[config.mk]
export PLATFORM = sky130hd
export DESIGN_NAME = bcs_charge_seq
export DESIGN_NICKNAME = d
export VERILOG_FILES = /design/src/inc/bcs_pkg.sv /design/src/hw/bcs_sync.sv /design/src/hw/bcs_charge_seq.sv
export SDC_FILE = /design/constraint.sdc
export NUM_CORES = 1
export LEC_CHECK = 0
export ABC_AREA = 1
export BUFFER_PORTS_ARGS = -buffer_cell sky130_fd_sc_hd__buf_2
export CAP_MARGIN = 20
export CORE_ASPECT_RATIO = 0.75
export CORE_MARGIN = 5
export CORE_UTILIZATION = 55
export CTS_CLUSTER_SIZE = 25
export DETAILED_ROUTE_END_ITERATION = 10
export PLACE_DENSITY = 0.77
export SLEW_MARGIN = 10
export SYNTH_ARGS = -nofsm -noshare
export SYNTH_HDL_FRONTEND = slang
export SYNTH_SLANG_ARGS = --single-unit
[constraint.sdc]
create_clock -name clk -period 8.2 [get_ports clk]
set_input_delay 0.41 -clock clk [delete_from_list [all_inputs] [get_ports clk]]
set_output_delay 0.41 -clock clk [all_outputs]
set_load 0.03 [all_outputs]
[src/inc/bcs_pkg.sv]
// bcs_pkg: constants, register map and state encoding for the charge sequencer
// assumes: one 125 MHz clock, registers reached over avalon-mm with 32-bit data
`default_nettype none
package bcs_pkg;
	// register byte offsets
	localparam logic [3:0] CTRL_OFFS = 4'h0;
	localparam logic [3:0] INPUT_OFFS = 4'h4;
	localparam logic [3:0] STATE_OFFS = 4'h8;
	localparam logic [3:0] TIMER_OFFS = 4'hC;
	// control register fields
	localparam int CTRL_EN_BIT = 0;
	localparam int CTRL_OSC_DIV_LSB = 8;
	localparam int CTRL_OSC_DIV_W = 20;
	localparam logic [31:0] CTRL_RESET = 32'h0000_0000;
	// input register fields (comparator and enable levels as seen after the two-flop synchroniser)
	localparam int IN_BAT_BIT = 0;
	localparam int IN_EOC_BIT = 1;
	localparam int IN_RCH_BIT = 2;
	localparam int IN_TEMP_BIT = 3;
	localparam int IN_EN_BIT = 4;
	// state register fields
	localparam int ST_STATE_LSB = 0;
	localparam int ST_FULL_BIT = 4;
	localparam int ST_CHG_BIT = 5;
	localparam int ST_STATUS_BIT = 6;
	localparam int ST_FAULT_BIT = 7;
	localparam int ST_TEMP_BIT = 8;
	// timing: oscillator period 3.0 ms in microseconds
	localparam int OSC_PERIOD_US = 3000;
	localparam int CLK_MHZ = 125;
	localparam int OSC_PERIOD_CYC = OSC_PERIOD_US * CLK_MHZ;
	// safety timer length as a power of two of oscillator periods
	localparam int TIMEOUT_LOG2 = 22;
	localparam int TRICKLE_SHIFT = 3;
	localparam int TIMER_W = 23;
	localparam logic [31:0] UNMAPPED_DATA = 32'h0000_0000;
	// states, gray along disabled-trickle-fast-complete-inhibit
	typedef enum logic [2:0] {
		ST_DISABLED = 3'h0,
		ST_TRICKLE = 3'h1,
		ST_FAST = 3'h3,
		ST_COMPLETE = 3'h2,
		ST_INHIBIT = 3'h6,
		ST_TIMEOUT = 3'h4
	} bcs_state_t;
endpackage
`default_nettype wire

[src/hw/bcs_sync.sv]
// bcs_sync: two-flop synchroniser for a vector of asynchronous levels
// assumes: inputs are slow levels from comparators or pins
`timescale 1ns/1ns
`default_nettype none
module bcs_sync #(
	parameter int WIDTH = 1,
	parameter logic [WIDTH-1:0] INIT = '0
) (
	input wire logic clk, // system clock
	input wire logic arst_n, // async reset, active low
	input wire logic [WIDTH-1:0] d, // asynchronous inputs
	output logic [WIDTH-1:0] q // synchronised outputs
);
	logic [WIDTH-1:0] meta_reg;
	always_ff @(posedge clk or negedge arst_n) begin
		if (!arst_n) begin
			meta_reg <= INIT;
			q <= INIT;
		end else begin
			meta_reg <= d;
			q <= meta_reg;
		end
	end
endmodule
`default_nettype wire

[src/hw/bcs_charge_seq.sv]
// bcs_charge_seq: charge-cycle sequencer with safety timer and open-drain status and fault pins
// assumes: comparator levels arrive asynchronously; avalon-mm master on clk; arst_n is power-on reset
`timescale 1ns/1ns
`default_nettype none
module bcs_charge_seq #(
	parameter int OSC_DIV = bcs_pkg::OSC_PERIOD_CYC, // clk cycles per oscillator period
	parameter int TIMEOUT_LOG2 = bcs_pkg::TIMEOUT_LOG2 // fast limit as log2 of periods
) (
	input wire logic clk, // 125 MHz clock
	input wire logic arst_n, // power-on reset, active low
	input wire logic bat_above_in, // battery above trickle threshold
	input wire logic eoc_low_in, // current at or below one tenth of full
	input wire logic rch_low_in, // battery 150 mV under regulation_voltage
	input wire logic temp_ok_in, // thermistor_voltage inside window
	input wire logic en_pin_in, // enable pin level from pad
	input wire logic en_pin_oe_in, // high while something drives the enable pin
	input wire logic [31:0] avs_address, // avalon byte address
	input wire logic avs_read, // avalon read
	input wire logic avs_write, // avalon write
	input wire logic [31:0] avs_writedata, // avalon write data
	input wire logic [3:0] avs_byteenable, // avalon byte enables
	output logic [31:0] avs_readdata, // avalon read data
	output logic avs_waitrequest, // avalon wait request
	output logic charge_on, // charger current source on
	output logic full_current, // full current selected, else one tenth
	output logic status_o, // status pin output level
	output logic status_oe, // status pin output enable (pull low)
	output logic fault_o, // fault pin output level
	output logic fault_oe // fault pin output enable (pull low)
);
	// ==========================================================
	// input synchronisers
	logic [4:0] raw_in;
	logic [4:0] sync_in;
	wire en_pad = en_pin_oe_in ? en_pin_in : 1'b1;
	assign raw_in = {en_pad, temp_ok_in, rch_low_in, eoc_low_in, bat_above_in};
	// enable resets deasserted: a pin held low after reset must not start a brief trickle
	// before the synchroniser has settled; an undriven pin still enables two edges later
	bcs_sync #(.WIDTH(5), .INIT(5'(1 << bcs_pkg::IN_TEMP_BIT))) u_sync (
		.clk(clk),
		.arst_n(arst_n),
		.d(raw_in),
		.q(sync_in)
	);

	// ==========================================================
	// oscillator tick divider
	logic [31:0] div_reg;
	logic [31:0] div_next;
	logic tick_reg;
	logic [31:0] ctrl_reg;
	logic [31:0] ctrl_next;
	wire [31:0] sw_div = {12'h000, ctrl_reg[bcs_pkg::CTRL_OSC_DIV_LSB +: bcs_pkg::CTRL_OSC_DIV_W]};
	wire [31:0] div_limit = (sw_div != 32'h0) ? sw_div : 32'(OSC_DIV);
	wire div_wrap = (div_reg + 32'h1) >= div_limit;
	assign div_next = div_wrap ? 32'h0 : div_reg + 32'h1;
	always_ff @(posedge clk or negedge arst_n) begin
		if (!arst_n) begin
			div_reg <= 32'h0;
			tick_reg <= 1'b0;
		end else begin
			div_reg <= div_next;
			tick_reg <= div_wrap;
		end
	end

	// ==========================================================
	// comparator resampling on the oscillator tick
	logic bat_reg, eoc_reg, rch_reg, temp_reg;
	logic eoc_prev_reg, rch_prev_reg;
	always_ff @(posedge clk or negedge arst_n) begin
		if (!arst_n) begin
			bat_reg <= 1'b0;
			eoc_reg <= 1'b0;
			rch_reg <= 1'b0;
			temp_reg <= 1'b1;
			eoc_prev_reg <= 1'b0;
			rch_prev_reg <= 1'b0;
		end else if (tick_reg) begin
			bat_reg <= sync_in[bcs_pkg::IN_BAT_BIT];
			eoc_reg <= sync_in[bcs_pkg::IN_EOC_BIT];
			rch_reg <= sync_in[bcs_pkg::IN_RCH_BIT];
			temp_reg <= sync_in[bcs_pkg::IN_TEMP_BIT];
			eoc_prev_reg <= eoc_reg;
			rch_prev_reg <= rch_reg;
		end
	end
	// a level seen on two successive ticks has lasted longer than one period
	wire eoc_qual = eoc_reg & eoc_prev_reg & sync_in[bcs_pkg::IN_EOC_BIT];
	wire rch_qual = rch_reg & rch_prev_reg & sync_in[bcs_pkg::IN_RCH_BIT];

	// ==========================================================
	// enable: software gate and pin, with edge memory for fault clear
	wire en_sw = ctrl_reg[bcs_pkg::CTRL_EN_BIT];
	wire en_pin_now = sync_in[bcs_pkg::IN_EN_BIT];
	wire en_now = en_pin_now & ~en_sw;
	// fall memory follows the pin alone, so the software gate cannot clear a timeout
	logic en_prev_reg;
	always_ff @(posedge clk or negedge arst_n) begin
		if (!arst_n) begin
			en_prev_reg <= 1'b0;
		end else begin
			en_prev_reg <= en_pin_now;
		end
	end

	// ==========================================================
	// safety timer
	function automatic logic [bcs_pkg::TIMER_W-1:0] limit_of(input int log2);
		limit_of = bcs_pkg::TIMER_W'(1) << log2;
	endfunction
	localparam logic [bcs_pkg::TIMER_W-1:0] FAST_LIMIT = limit_of(TIMEOUT_LOG2);
	localparam logic [bcs_pkg::TIMER_W-1:0] TRICKLE_LIMIT = limit_of(TIMEOUT_LOG2 - bcs_pkg::TRICKLE_SHIFT);
	logic [bcs_pkg::TIMER_W-1:0] timer_reg;
	logic [bcs_pkg::TIMER_W-1:0] timer_next;
	bcs_pkg::bcs_state_t state_reg;
	bcs_pkg::bcs_state_t state_next;
	wire timer_clear = (state_next != state_reg) &&
		(state_next == bcs_pkg::ST_TRICKLE || state_next == bcs_pkg::ST_FAST);
	wire timer_run = tick_reg && temp_reg && timer_reg != FAST_LIMIT &&
		(state_reg == bcs_pkg::ST_TRICKLE || state_reg == bcs_pkg::ST_FAST ||
		state_reg == bcs_pkg::ST_COMPLETE);
	assign timer_next = timer_clear ? '0 : (timer_run ? timer_reg + 1'b1 : timer_reg);
	wire trickle_expired = timer_reg >= TRICKLE_LIMIT;
	wire fast_expired = timer_reg >= FAST_LIMIT;

	// ==========================================================
	// charge state machine
	always_comb begin
		state_next = state_reg;
		case (state_reg)
			bcs_pkg::ST_DISABLED: begin
				if (en_now) begin
					state_next = bcs_pkg::ST_TRICKLE;
				end
			end
			bcs_pkg::ST_TRICKLE: begin
				if (!en_now) begin
					state_next = bcs_pkg::ST_DISABLED;
				end else if (trickle_expired) begin
					state_next = bcs_pkg::ST_TIMEOUT;
				end else if (bat_reg) begin
					state_next = bcs_pkg::ST_FAST;
				end
			end
			bcs_pkg::ST_FAST: begin
				if (!en_now) begin
					state_next = bcs_pkg::ST_DISABLED;
				end else if (fast_expired) begin
					state_next = bcs_pkg::ST_TIMEOUT;
				end else if (eoc_qual) begin
					state_next = bcs_pkg::ST_COMPLETE;
				end
			end
			bcs_pkg::ST_COMPLETE: begin
				if (!en_now) begin
					state_next = bcs_pkg::ST_DISABLED;
				end else if (fast_expired) begin
					state_next = bcs_pkg::ST_INHIBIT;
				end
			end
			bcs_pkg::ST_INHIBIT: begin
				if (!en_now) begin
					state_next = bcs_pkg::ST_DISABLED;
				end else if (rch_qual) begin
					state_next = bcs_pkg::ST_TRICKLE;
				end
			end
			bcs_pkg::ST_TIMEOUT: begin
				// only an enable fall leaves here; a power cycle is the reset
				if (en_prev_reg && !en_pin_now) begin
					state_next = bcs_pkg::ST_DISABLED;
				end
			end
			default: begin
				state_next = bcs_pkg::ST_DISABLED;
			end
		endcase
	end
	always_ff @(posedge clk or negedge arst_n) begin
		if (!arst_n) begin
			state_reg <= bcs_pkg::ST_DISABLED;
			timer_reg <= '0;
		end else begin
			state_reg <= state_next;
			timer_reg <= timer_next;
		end
	end

	// ==========================================================
	// charger and pin outputs
	wire charging_state = state_next == bcs_pkg::ST_TRICKLE || state_next == bcs_pkg::ST_FAST ||
		state_next == bcs_pkg::ST_COMPLETE;
	wire charge_next = charging_state & temp_reg;
	wire full_next = charge_next & (state_next != bcs_pkg::ST_TRICKLE) & bat_reg;
	// status pulls low only while charging and before eoc
	wire status_low_next = state_next == bcs_pkg::ST_TRICKLE || state_next == bcs_pkg::ST_FAST;
	wire temp_fault = charging_state & ~temp_reg;
	wire fault_low_next = temp_fault | (state_next == bcs_pkg::ST_TIMEOUT);
	always_ff @(posedge clk or negedge arst_n) begin
		if (!arst_n) begin
			charge_on <= 1'b0;
			full_current <= 1'b0;
			status_oe <= 1'b0;
			fault_oe <= 1'b0;
		end else begin
			charge_on <= charge_next;
			full_current <= full_next;
			status_oe <= status_low_next;
			fault_oe <= fault_low_next;
		end
	end
	// open-drain: driven level is always low
	always_ff @(posedge clk or negedge arst_n) begin
		if (!arst_n) begin
			status_o <= 1'b0;
			fault_o <= 1'b0;
		end else begin
			status_o <= 1'b0;
			fault_o <= 1'b0;
		end
	end

	// ==========================================================
	// avalon-mm slave: one wait cycle, answer on the second edge
	wire [3:0] offs = avs_address[3:0];
	wire addr_hi_zero = avs_address[31:4] == 28'h0;
	wire sel_ctrl = addr_hi_zero && offs == bcs_pkg::CTRL_OFFS;
	wire sel_in = addr_hi_zero && offs == bcs_pkg::INPUT_OFFS;
	wire sel_state = addr_hi_zero && offs == bcs_pkg::STATE_OFFS;
	wire sel_timer = addr_hi_zero && offs == bcs_pkg::TIMER_OFFS;
	logic ack_reg;
	wire req = (avs_read | avs_write) & ~ack_reg;
	function automatic logic [31:0] merge_be(input logic [31:0] old, input logic [31:0] nw,
		input logic [3:0] be);
		logic [31:0] r;
		r = old;
		for (int i = 0; i < 4; i++) begin
			if (be[i]) begin
				r[i*8 +: 8] = nw[i*8 +: 8];
			end
		end
		merge_be = r;
	endfunction
	assign ctrl_next = (req && avs_write && sel_ctrl) ?
		merge_be(ctrl_reg, avs_writedata, avs_byteenable) : ctrl_reg;
	wire [31:0] in_word = {27'h0, sync_in};
	wire [31:0] state_word = {23'h0, temp_fault, fault_oe, status_oe, charge_on, full_current,
		1'b0, state_reg};
	wire [31:0] timer_word = {9'h0, timer_reg};
	wire [31:0] rd_mux = sel_ctrl ? ctrl_reg : sel_in ? in_word : sel_state ? state_word :
		sel_timer ? timer_word : bcs_pkg::UNMAPPED_DATA;
	always_ff @(posedge clk or negedge arst_n) begin
		if (!arst_n) begin
			ctrl_reg <= bcs_pkg::CTRL_RESET;
			ack_reg <= 1'b0;
			avs_readdata <= 32'h0;
			avs_waitrequest <= 1'b1;
		end else begin
			ctrl_reg <= ctrl_next;
			ack_reg <= req;
			avs_waitrequest <= ~req;
			if (req && avs_read) begin
				avs_readdata <= rd_mux;
			end
		end
	end
endmodule
`default_nettype wire

==> results of run 1 <==
report_power, final:
part	switching, mW	internal [mW]	total, mW
combinational	0.0847	0.0398	0.125
sequential	0.0154	0.743	0.759
clock	0.295	0.576	0.871
total	0.395	1.36	1.75
final timing paths:
path | endpoint | slack, ps | depth (start not counted)
worst max-delay path | tick_reg$_DFF_PN0_ | 4750 | 12
worst min-delay path | div_reg[25]$_DFF_PN0_ | -8 | 1
worst max register to register | tick_reg$_DFF_PN0_ | 4750 | 12
worst min register to register | u_sync.q[4]$_DFF_PN0_ | 350 | 0
max in group asynchronous | state_reg[2]$_DFF_PN0_ | 6800 | 2
min in group clk | u_sync.meta_reg[3]$_DFF_PN1_ | 90 | 1
synth_stat cells, types with 2 or more instances:
library cell  instances
inv_1               123
buf_2                 5
nor3_2               21
o221ai_1              9
nand4_1              33
nand3b_1              9
o21a_1               10
nor4_1                7
nand2_1             232
nor2_1              135
o2111ai_1             4
o21ai_0              24
nand3_1              57
buf_6                 6
nand3_2               2
a21oi_2              21
clkbuf_1             11
dfrtp_1             142
nor3_1               22
nand2_2               5
nand2_4               5
nor2_2               12
nor2_4                4
ha_1                 23
a31oi_1               5
or2_2                 5
o211ai_1              3
xor2_1               26
buf_4                 6
o31ai_1               7
inv_2                 5
dfstp_2               4
a21oi_1              22
xnor2_1               6
metal layers:
layer  wire length (µm)  vias to the layer above  global-route usage, %
met3               2270                       31                   6.29
met1              10300                     3395                   39.4
li1                   -                     3549                      -
met2               8820                      378                   37.0
met5                  0                        -                      0
met4                316                        0                   7.43
worst max-delay path, cell delays in order, from the launching register on:
cell	delay, ps
dfrtp_1	400
nor4_1	370
nand2_1	170
nor4_2	690
nor2_1	110
ha_1	330
nand2_1	80
o21ai_0	90
nor2_1	150
nand3_1	110
nor2_2	110
nand2_2	350
or2_1	360
cell families (layout without fill, tap and decap cells):
kind of cell	after synthesis	after routing	share of synthesized area, %
simple gates	553	553	31.8
flops	146	146	44.4
compound gates	107	107	8.79
fa+ha+maj	23	23	3.50
other cells	1	14	0.0456
buf+inv	157	278	8.06
xor+xnor	32	32	3.40
per-stage QoR:
stage / hold slack (ps) / area (µm²)
floorplan: 114 / 8280
CTS: 18.3 / 9620
global route: 51.7 / 9620
global placement: 331 / 8960
finish: -8.21 / 9620
detailed placement: 335 / 8960
area by class of cell:
cell class | count | area share (%)
clock inverter | 10 | 2.15
tap | 200 | 2.60
clock buffer | 21 | 4.68
timing repair buffer | 118 | 6.31
inverter | 129 | 5.03
sequential | 146 | 38.0
multi-input combinational | 729 | 41.2
==> flow_summary.ini, run 1 <==
[status]
outcome = complete, but fails checks
violations = negative hold slack

[flow_run]
maxCapViolCount = 0

[route]
ant_nets = 0
drc_errors = 0
drt-pass1-iter-count = 5
wl_per_cell_um = 16.0
wl_um = 21700
viasPerCell = 5.43
num_vias = 7353
drt_iter0_markers = 761

[floorplan]
dieArea_mm2 = 0.0175
fp.dieW_um = 151
fp.dieH_um = 116
rows = 38
num_io_pins = 117
core_mm2 = 0.0145
start_util_pct = 56.6

[sta]
worst_pin_slew_ps = 946
finalHoldViolations = 12
holdWs_ps = -8.21
rsz0062_at_grt = false
slew_viol_final = 0
period_share_pct = 42.0
final.min_clock_period_ps = 3450
finalSetupTns_ps = 0
skew_ps = 8.31
fin_ws_ps = 4750
max-slew-margin-rel_pct = 36.9
setup_violations = 0
fmax_ghz = 0.290

[yosys]
synth_cell_types = 42
ys_ff_latch = 146
syn_avg_cell_area_um2 = 8.08
yosys_warnings = 0
syn_inst = 1019
ys_async_sr_fraction_pct = 100
yosys-top-cells-area = dfrtp_1, nand2_1, nor2_1, inv_1, ha_1
ys_seq_area_share_pct = 44.4
synth_edf_count = 0
synthesis.area_mm2 = 0.00823
yosysTopAreaCell = dfrtp_1
ys.flop_type = dfrtp_1
synth_top_cell_area_share_pct = 43.2

[layout]
fin_nets = 1242
fillers = 1226
diodes = 0
multi_input_area_mm2 = 0.00396
drive_gt1_share_pct = 20.3
final_cells = 1353
mostFrequentLayoutCell = nand2_1
final_cell_mix = nand2_1, dfrtp_1, nor2_1, inv_1, buf_2
seq_area_mm2 = 0.00366
area_growth_pct = 16.8
final_util_pct = 66.1

[critical_path]
crit_start = ctrl_reg[26]$_DFFE_PN0P_
end_kind = register
worstPathRequired_ps = 8510
crit_type = reg -> reg
worst_setup_path_start_kind = register
r2r-start = ctrl_reg[26]$_DFFE_PN0P_
cp_data_arrival_time_ps = 3750
crit_fanout = 21

[cts]
cts_buffer_depth = 2
htreeDepth = 4
cts_tree = built
cts_sinks = 146
cts.clk_slew.worst_paths_ps = 60
worstSkewPairLatency_ps = 420
cts_resized = 0
cts-root-buf = clkbuf_16
cts_setup_buffers = 0
cts_hold_buf = 0
cts_buffers = 17

[global_route]
antenna_found_initial = 0
grt_pass1_vias = 6929
grt_max_degree = 78
grt_usage_pct = 26.0
overflow = 0
grt_pass1_wl_um = 35600

[placed_design]
place.gp.congestion = 0.959
post-dp-hpwl_um = 15900
preCtsSetupSlack_ps = 4890
place_inst = 1322
numPortBuffers = 114

[power_and_ir_drop]
p_total_mw = 1.75
power.static_leakage_nw = 4.79
power_density_mw_per_mm2 = 182
vdd_ir_drop_max_mv = 0.165

[hold_path]
hp-class = in -> async
Note: power is estimated with default switching activity, not from simulation.
==> run 2, diff against run 1 <==
- CORE_UTILIZATION: 55 -> 52
- PLACE_DENSITY: 0.77 -> 0.76
- clock period: 8.2 -> 2.8 ns (I/O delays scaled with it)
==> run 2 against run 1 <==
Clock power grew to 2.7 times the previous value; first-iteration DRC count increased by 19%; via count rose by 7.7%; sequential power grew to 2.9 times the previous value; maximum frequency up 24%; the run now ends clean; core utilization grew 4.3 points; flip-flop and latch count unchanged; global-route usage shrank 0.31 points; highest routed layer unchanged.
==> flow_summary.ini, run 2 (synthesized netlist as in run 1, its figures left out) <==
[critical_path]
r2r-start = div_reg[4]$_DFF_PN0_
crit_fanout = 7
crit_type = reg -> reg
worstPathRequired_ps = 3140
worst_setup_path_start_kind = register
crit_start = div_reg[4]$_DFF_PN0_
end_kind = register
cp_data_arrival_time_ps = 3120

[placed_design]
post-dp-hpwl_um = 16900
numPortBuffers = 114
preCtsSetupSlack_ps = -152
place_inst = 1349
place.gp.congestion = 0.969

[cts]
htreeDepth = 4
cts_sinks = 146
cts_tree = built
cts.clk_slew.worst_paths_ps = 60
worstSkewPairLatency_ps = 430
cts-root-buf = clkbuf_16
cts_buffer_depth = 2
cts_buffers = 17

[route]
drt-pass1-iter-count = 5
wl_um = 25200
wl_met2_um = 11200
drt_iter0_markers = 909
top_layer = met4
drc_errors = 0
wl_per_cell_um = 17.4
viasPerCell = 5.47
wl_met3_um = 2270
met1Wirelength_um = 11200
num_vias = 7916
ant_nets = 0

[sta]
skew_ps = 8.75
max-slew-margin-rel_pct = 53.4
period_share_pct = 99.5
slew_viol_final = 0
final.min_clock_period_ps = 2780
fin_ws_ps = 15.0
fmax_ghz = 0.359
finalHoldViolations = 0
rsz0062_at_grt = true
worst_pin_slew_ps = 699
setup_violations = 0

[flow_run]
maxCapViolCount = 0

[global_route]
antenna_found_initial = 0
grt_pass1_vias = 7273
grt_usage_pct = 25.6
grt_max_degree = 74
grt_pass1_wl_um = 37900
overflow = 0

[floorplan]
num_io_pins = 117
start_util_pct = 53.6
core_mm2 = 0.0154
fp.dieH_um = 119
fp.dieW_um = 155
rows = 39
dieArea_mm2 = 0.0185

[layout]
final_util_pct = 70.4
final_cells = 1448
fin_nets = 1331
final_cell_mix = nand2_1, dfrtp_1, inv_1, nor2_1, buf_2
drive_gt1_share_pct = 28.5
diodes = 0
mostFrequentLayoutCell = nand2_1
area_growth_pct = 31.5
fillers = 1158

[power_and_ir_drop]
vdd_ir_drop_max_mv = 0.444
power_density_mw_per_mm2 = 459
power.static_leakage_nw = 5.32

[hold_path]
hp-class = in -> reg
min-delay-start = avs_byteenable[2]

[status]
outcome = completed
[run 2: cell count changes in the layout (fill, tap and decap cells not counted), moves of 10 or more]
cell | before | now
buf_4 | 4 | 47
dlygate4sd3_1 | 0 | 39
nand2_1 | 232 | 216
nor2_1 | 134 | 118
nand2_2 | 5 | 19
ha_1 | 23 | 13
nor2_4 | 4 | 14
[run 2: worst max-delay path, stage by stage (launching register included)]
cell,delay [ps]
dfrtp_1,380
nand2_2,100
nor2_4,140
nand2_2,80
inv_1,80
nand2_1,90
nor2_2,130
buf_4,120
inv_1,30
nand2_1,100
inv_2,60
ha_4,240
nand2_2,70
inv_2,40
nor2_2,80
o21a_1,120
nand2_1,70
nand2_1,90
nand2_1,60
nand2_1,50
nand2_1,50
nand2_2,80
nand3_4,120
buf_12,180
nor3_4,160
[run 2: layout make-up]
class                   instances  area [µm²]  area share (%)
clock inverters                11         129            1.19
inverters                     129         484            4.47
repair buffers                207        1460            13.5
flip-flops and latches        146        3660            33.8
multi-input cells             729        4360            40.3
clock buffers                  21         470            4.34
well taps                     205         256            2.37
[run 2: metal layers]
| metal | GRT usage, % | vias to the layer above |
|---|---|---|
| li1 | - | 3726 |
| met1 | 38.8 | 3735 |
| met2 | 37.0 | 410 |
| met3 | 6.24 | 45 |
| met4 | 6.72 | 0 |
| met5 | 0 | - |
[run 2: what timing repair did]
action,CTS,global route
cloned,0,2
gates resized for setup,6,84
buffers inserted,2,24
hold endpoints to repair,107,0
pin swaps,0,24
setup endpoints to repair,21,21
hold buffers,39,0
[run 2: final timing paths]
check	slack, ps	cells after the start	end
max	20	24	div_reg[0]$_DFF_PN0_
min	40	3	ctrl_reg[23]$_DFFE_PN0P_
max reg2reg	20	24	div_reg[0]$_DFF_PN0_
min reg2reg	350	0	u_sync.q[2]$_DFF_PN0_
max in group asynchronous	1660	3	u_sync.q[3]$_DFF_PN1_
min in group asynchronous	310	2	div_reg[21]$_DFF_PN0_
[run 2: per-stage QoR]
| stage | power [mW] | hold WS [ps] | cell area [µm²] | TNS, ps |
|---|---|---|---|---|
| floorplan | 2.44 | -156 | 8280 | 0 |
| global placement | 2.63 | 208 | 9170 | 0 |
| CTS | 4.97 | 23.2 | 10200 | 0 |
| global route | 5.13 | 40.7 | 10800 | -2700 |
| finish | 4.97 | 38.8 | 10800 | 0 |
| detailed placement | 2.63 | 213 | 9170 | -2500 |
[run 2: power breakdown]
part | leakage [nW] | internal, mW | total, mW | switching, mW
logic | 3.23 | 0.161 | 0.424 | 0.263
clock network | 0.290 | 1.39 | 2.33 | 0.939
registers | 1.80 | 2.18 | 2.22 | 0.0463
total | 5.32 | 3.72 | 4.97 | 1.25
==> run 3, diff against run 2 <==
- clock period: 2.8 -> 2.53 ns (I/O delays scaled with it)
==> run 3 against run 2 <==
The flow now finishes with violations (negative setup slack); clock-buffer cell count decreased by 1; clock skew about the same; non-clock buffer count increased by 36; sequential share of layout area increased by 0.23 points; critical path depth decreased by 4; largest power group unchanged; first-iteration DRC count decreased by 14%; sequential power increased by 11%; worst hold slack got worse by 37 ps; cell count increased by 2.4%; largest cell class unchanged; combinational power increased by 9.0%.
==> flow_summary.ini, run 3 (synthesized netlist as in run 1, its figures left out) <==
[global_route]
grt_max_degree = 65
antenna_found_initial = 0
grt_pass1_wl_um = 38700
grt_pass1_vias = 7458
overflow = 0
grt_usage_pct = 26.1

[cts]
cts_buffers = 17
cts_tree = built
cts_buffer_depth = 2
cts_sinks = 146
worstSkewPairLatency_ps = 420
htreeDepth = 4
cts.clk_slew.worst_paths_ps = 60
cts-root-buf = clkbuf_16

[sta]
fin_ws_ps = -189
finalHoldViolations = 0
skew_ps = 8.47
slew_viol_final = 0
holdWs_ps = 1.35
fmax_ghz = 0.368
finalSetupTns_ps = -3400
worst_pin_slew_ps = 604
period_share_pct = 107
max-slew-margin-rel_pct = 59.4
final.min_clock_period_ps = 2720
setup_violations = 21
rsz0062_at_grt = true

[floorplan]
core_mm2 = 0.0154
start_util_pct = 53.6
fp.dieH_um = 119
rows = 39
num_io_pins = 117
dieArea_mm2 = 0.0185
fp.dieW_um = 155

[layout]
final_cells = 1483
design_area_mm2 = 0.0107
mostFrequentLayoutCell = nand2_1
fillers = 1191
diodes = 0
seq_area_mm2 = 0.00366
drive_gt1_share_pct = 26.7
multi_input_area_mm2 = 0.00408
final_cell_mix = nand2_1, dfrtp_1, nor2_1, inv_1, buf_2
fin_nets = 1367
area_growth_pct = 30.5

[status]
outcome = complete, but fails checks
violations = negative setup slack

[critical_path]
crit_fanout = 7
cpMaxStageDelayCell = dfrtp_1
cp_num_buf_inv = 3
cp_cell_sequence = nor4_2 -> nand2_1 -> nor4_4 -> buf_4 -> nor2_2 -> ha_1 -> nand2_1 -> inv_1 -> nand2_1 -> nand2_1 -> nand2_1 -> nand2_1 -> nand2_1 -> nand2_1 -> nand2_1 -> nand2_1 -> nand2_2 -> nand3_4 -> buf_12 -> nor3_4
worst_setup_path_start_kind = register
cp_common_cell = nand2_1
cp_top_family = simple AND/OR/NAND/NOR gates
end_kind = register
crit_type = reg -> reg
r2r-start = ctrl_reg[27]$_DFFE_PN0P_
cp_data_arrival_time_ps = 3060
cpPeakStageDelay_ps = 400
worstPathRequired_ps = 2870
crit_start = ctrl_reg[27]$_DFFE_PN0P_

[route]
wl_per_cell_um = 16.2
num_vias = 7868
wl_um = 24000
viasPerCell = 5.31
drc_errors = 0
drt_iter0_markers = 786
drt-pass1-iter-count = 7
ant_nets = 0

[placed_design]
post-dp-hpwl_um = 17400
place.gp.congestion = 0.968
place_inst = 1411
preCtsSetupSlack_ps = -205
numPortBuffers = 114
dpl_cell_area_mm2 = 0.00964

[hold_path]
min-delay-start = avs_writedata[22]
hp-class = in -> reg

[power_and_ir_drop]
power.static_leakage_nw = 5.46
power_density_mw_per_mm2 = 503
vdd_ir_drop_max_mv = 0.525

[flow_run]
maxCapViolCount = 0
## run 3: cell types whose count changed in the layout (fill, tap and decap cells not counted), sizes merged
cell         change
clkbuf           -3
dlygate4sd3      -4
inv              +1
buf             +42
clkinvlp         -1
## run 3: cell type report
class	instances	area share, %
Tap cell	205	2.39
Clock inverter	11	1.21
Clock buffer	20	4.16
Multi-Input combinational cell	729	37.9
Inverter	129	4.51
Sequential cell	146	34.0
Timing Repair Buffer	243	15.8
## run 3: routing by layer
| metal | part of all wire [%] | global-route usage, % |
|---|---|---|
| met5 | 0 | 0 |
| met4 | 1.9 | 7.22 |
| met3 | 9.2 | 5.47 |
| met2 | 42 | 37.9 |
| met1 | 47 | 39.8 |
## run 3: worst paths after layout
path | to | slack (ps) | depth (start not counted)
worst max-delay path | div_reg[7]$_DFF_PN0_ | -190 | 20
worst min-delay path | ctrl_reg[22]$_DFFE_PN0P_ | 1 | 3
worst max register to register | div_reg[7]$_DFF_PN0_ | -190 | 20
worst min register to register | u_sync.q[0]$_DFF_PN0_ | 360 | 0
max in group asynchronous | timer_reg[4]$_DFFE_PN0P_ | 1460 | 3
min in group asynchronous | div_reg[22]$_DFF_PN0_ | 260 | 2
## run 3: metrics by stage
step / utilization [%] / power, mW
finish: 69.9 / 5.40
CTS: 69.5 / 5.43
global placement: 62.7 / 2.91
detailed placement: 62.7 / 2.91
floorplan: - / 2.70
global route: 69.9 / 5.58
## run 3: report_power, final
group | switching, mW | internal [mW]
clock network | 1.00 | 1.48
logic | 0.291 | 0.171
registers | 0.0517 | 2.41
## run 3: worst reg2reg max path: stages (launching register included)
cell	delay [ps]
dfrtp_1	400
nor4_2	290
nand2_1	140
nor4_4	260
buf_4	180
nor2_2	30
ha_1	290
nand2_1	60
inv_1	30
nand2_1	50
nand2_1	40
nand2_1	60
nand2_1	50
nand2_1	60
nand2_1	60
nand2_1	60
nand2_1	60
nand2_2	80
nand3_4	130
buf_12	190
nor3_4	110
## run 3: repair_timing
item                                    CTS  global route
hold buffers                             35             0
endpoints found under the hold margin    90             0
pin swaps                                 4             6
setup buffers                             3             2
gates resized for setup                  14            11
cloned                                    1             0
endpoints found under the setup margin   21            21
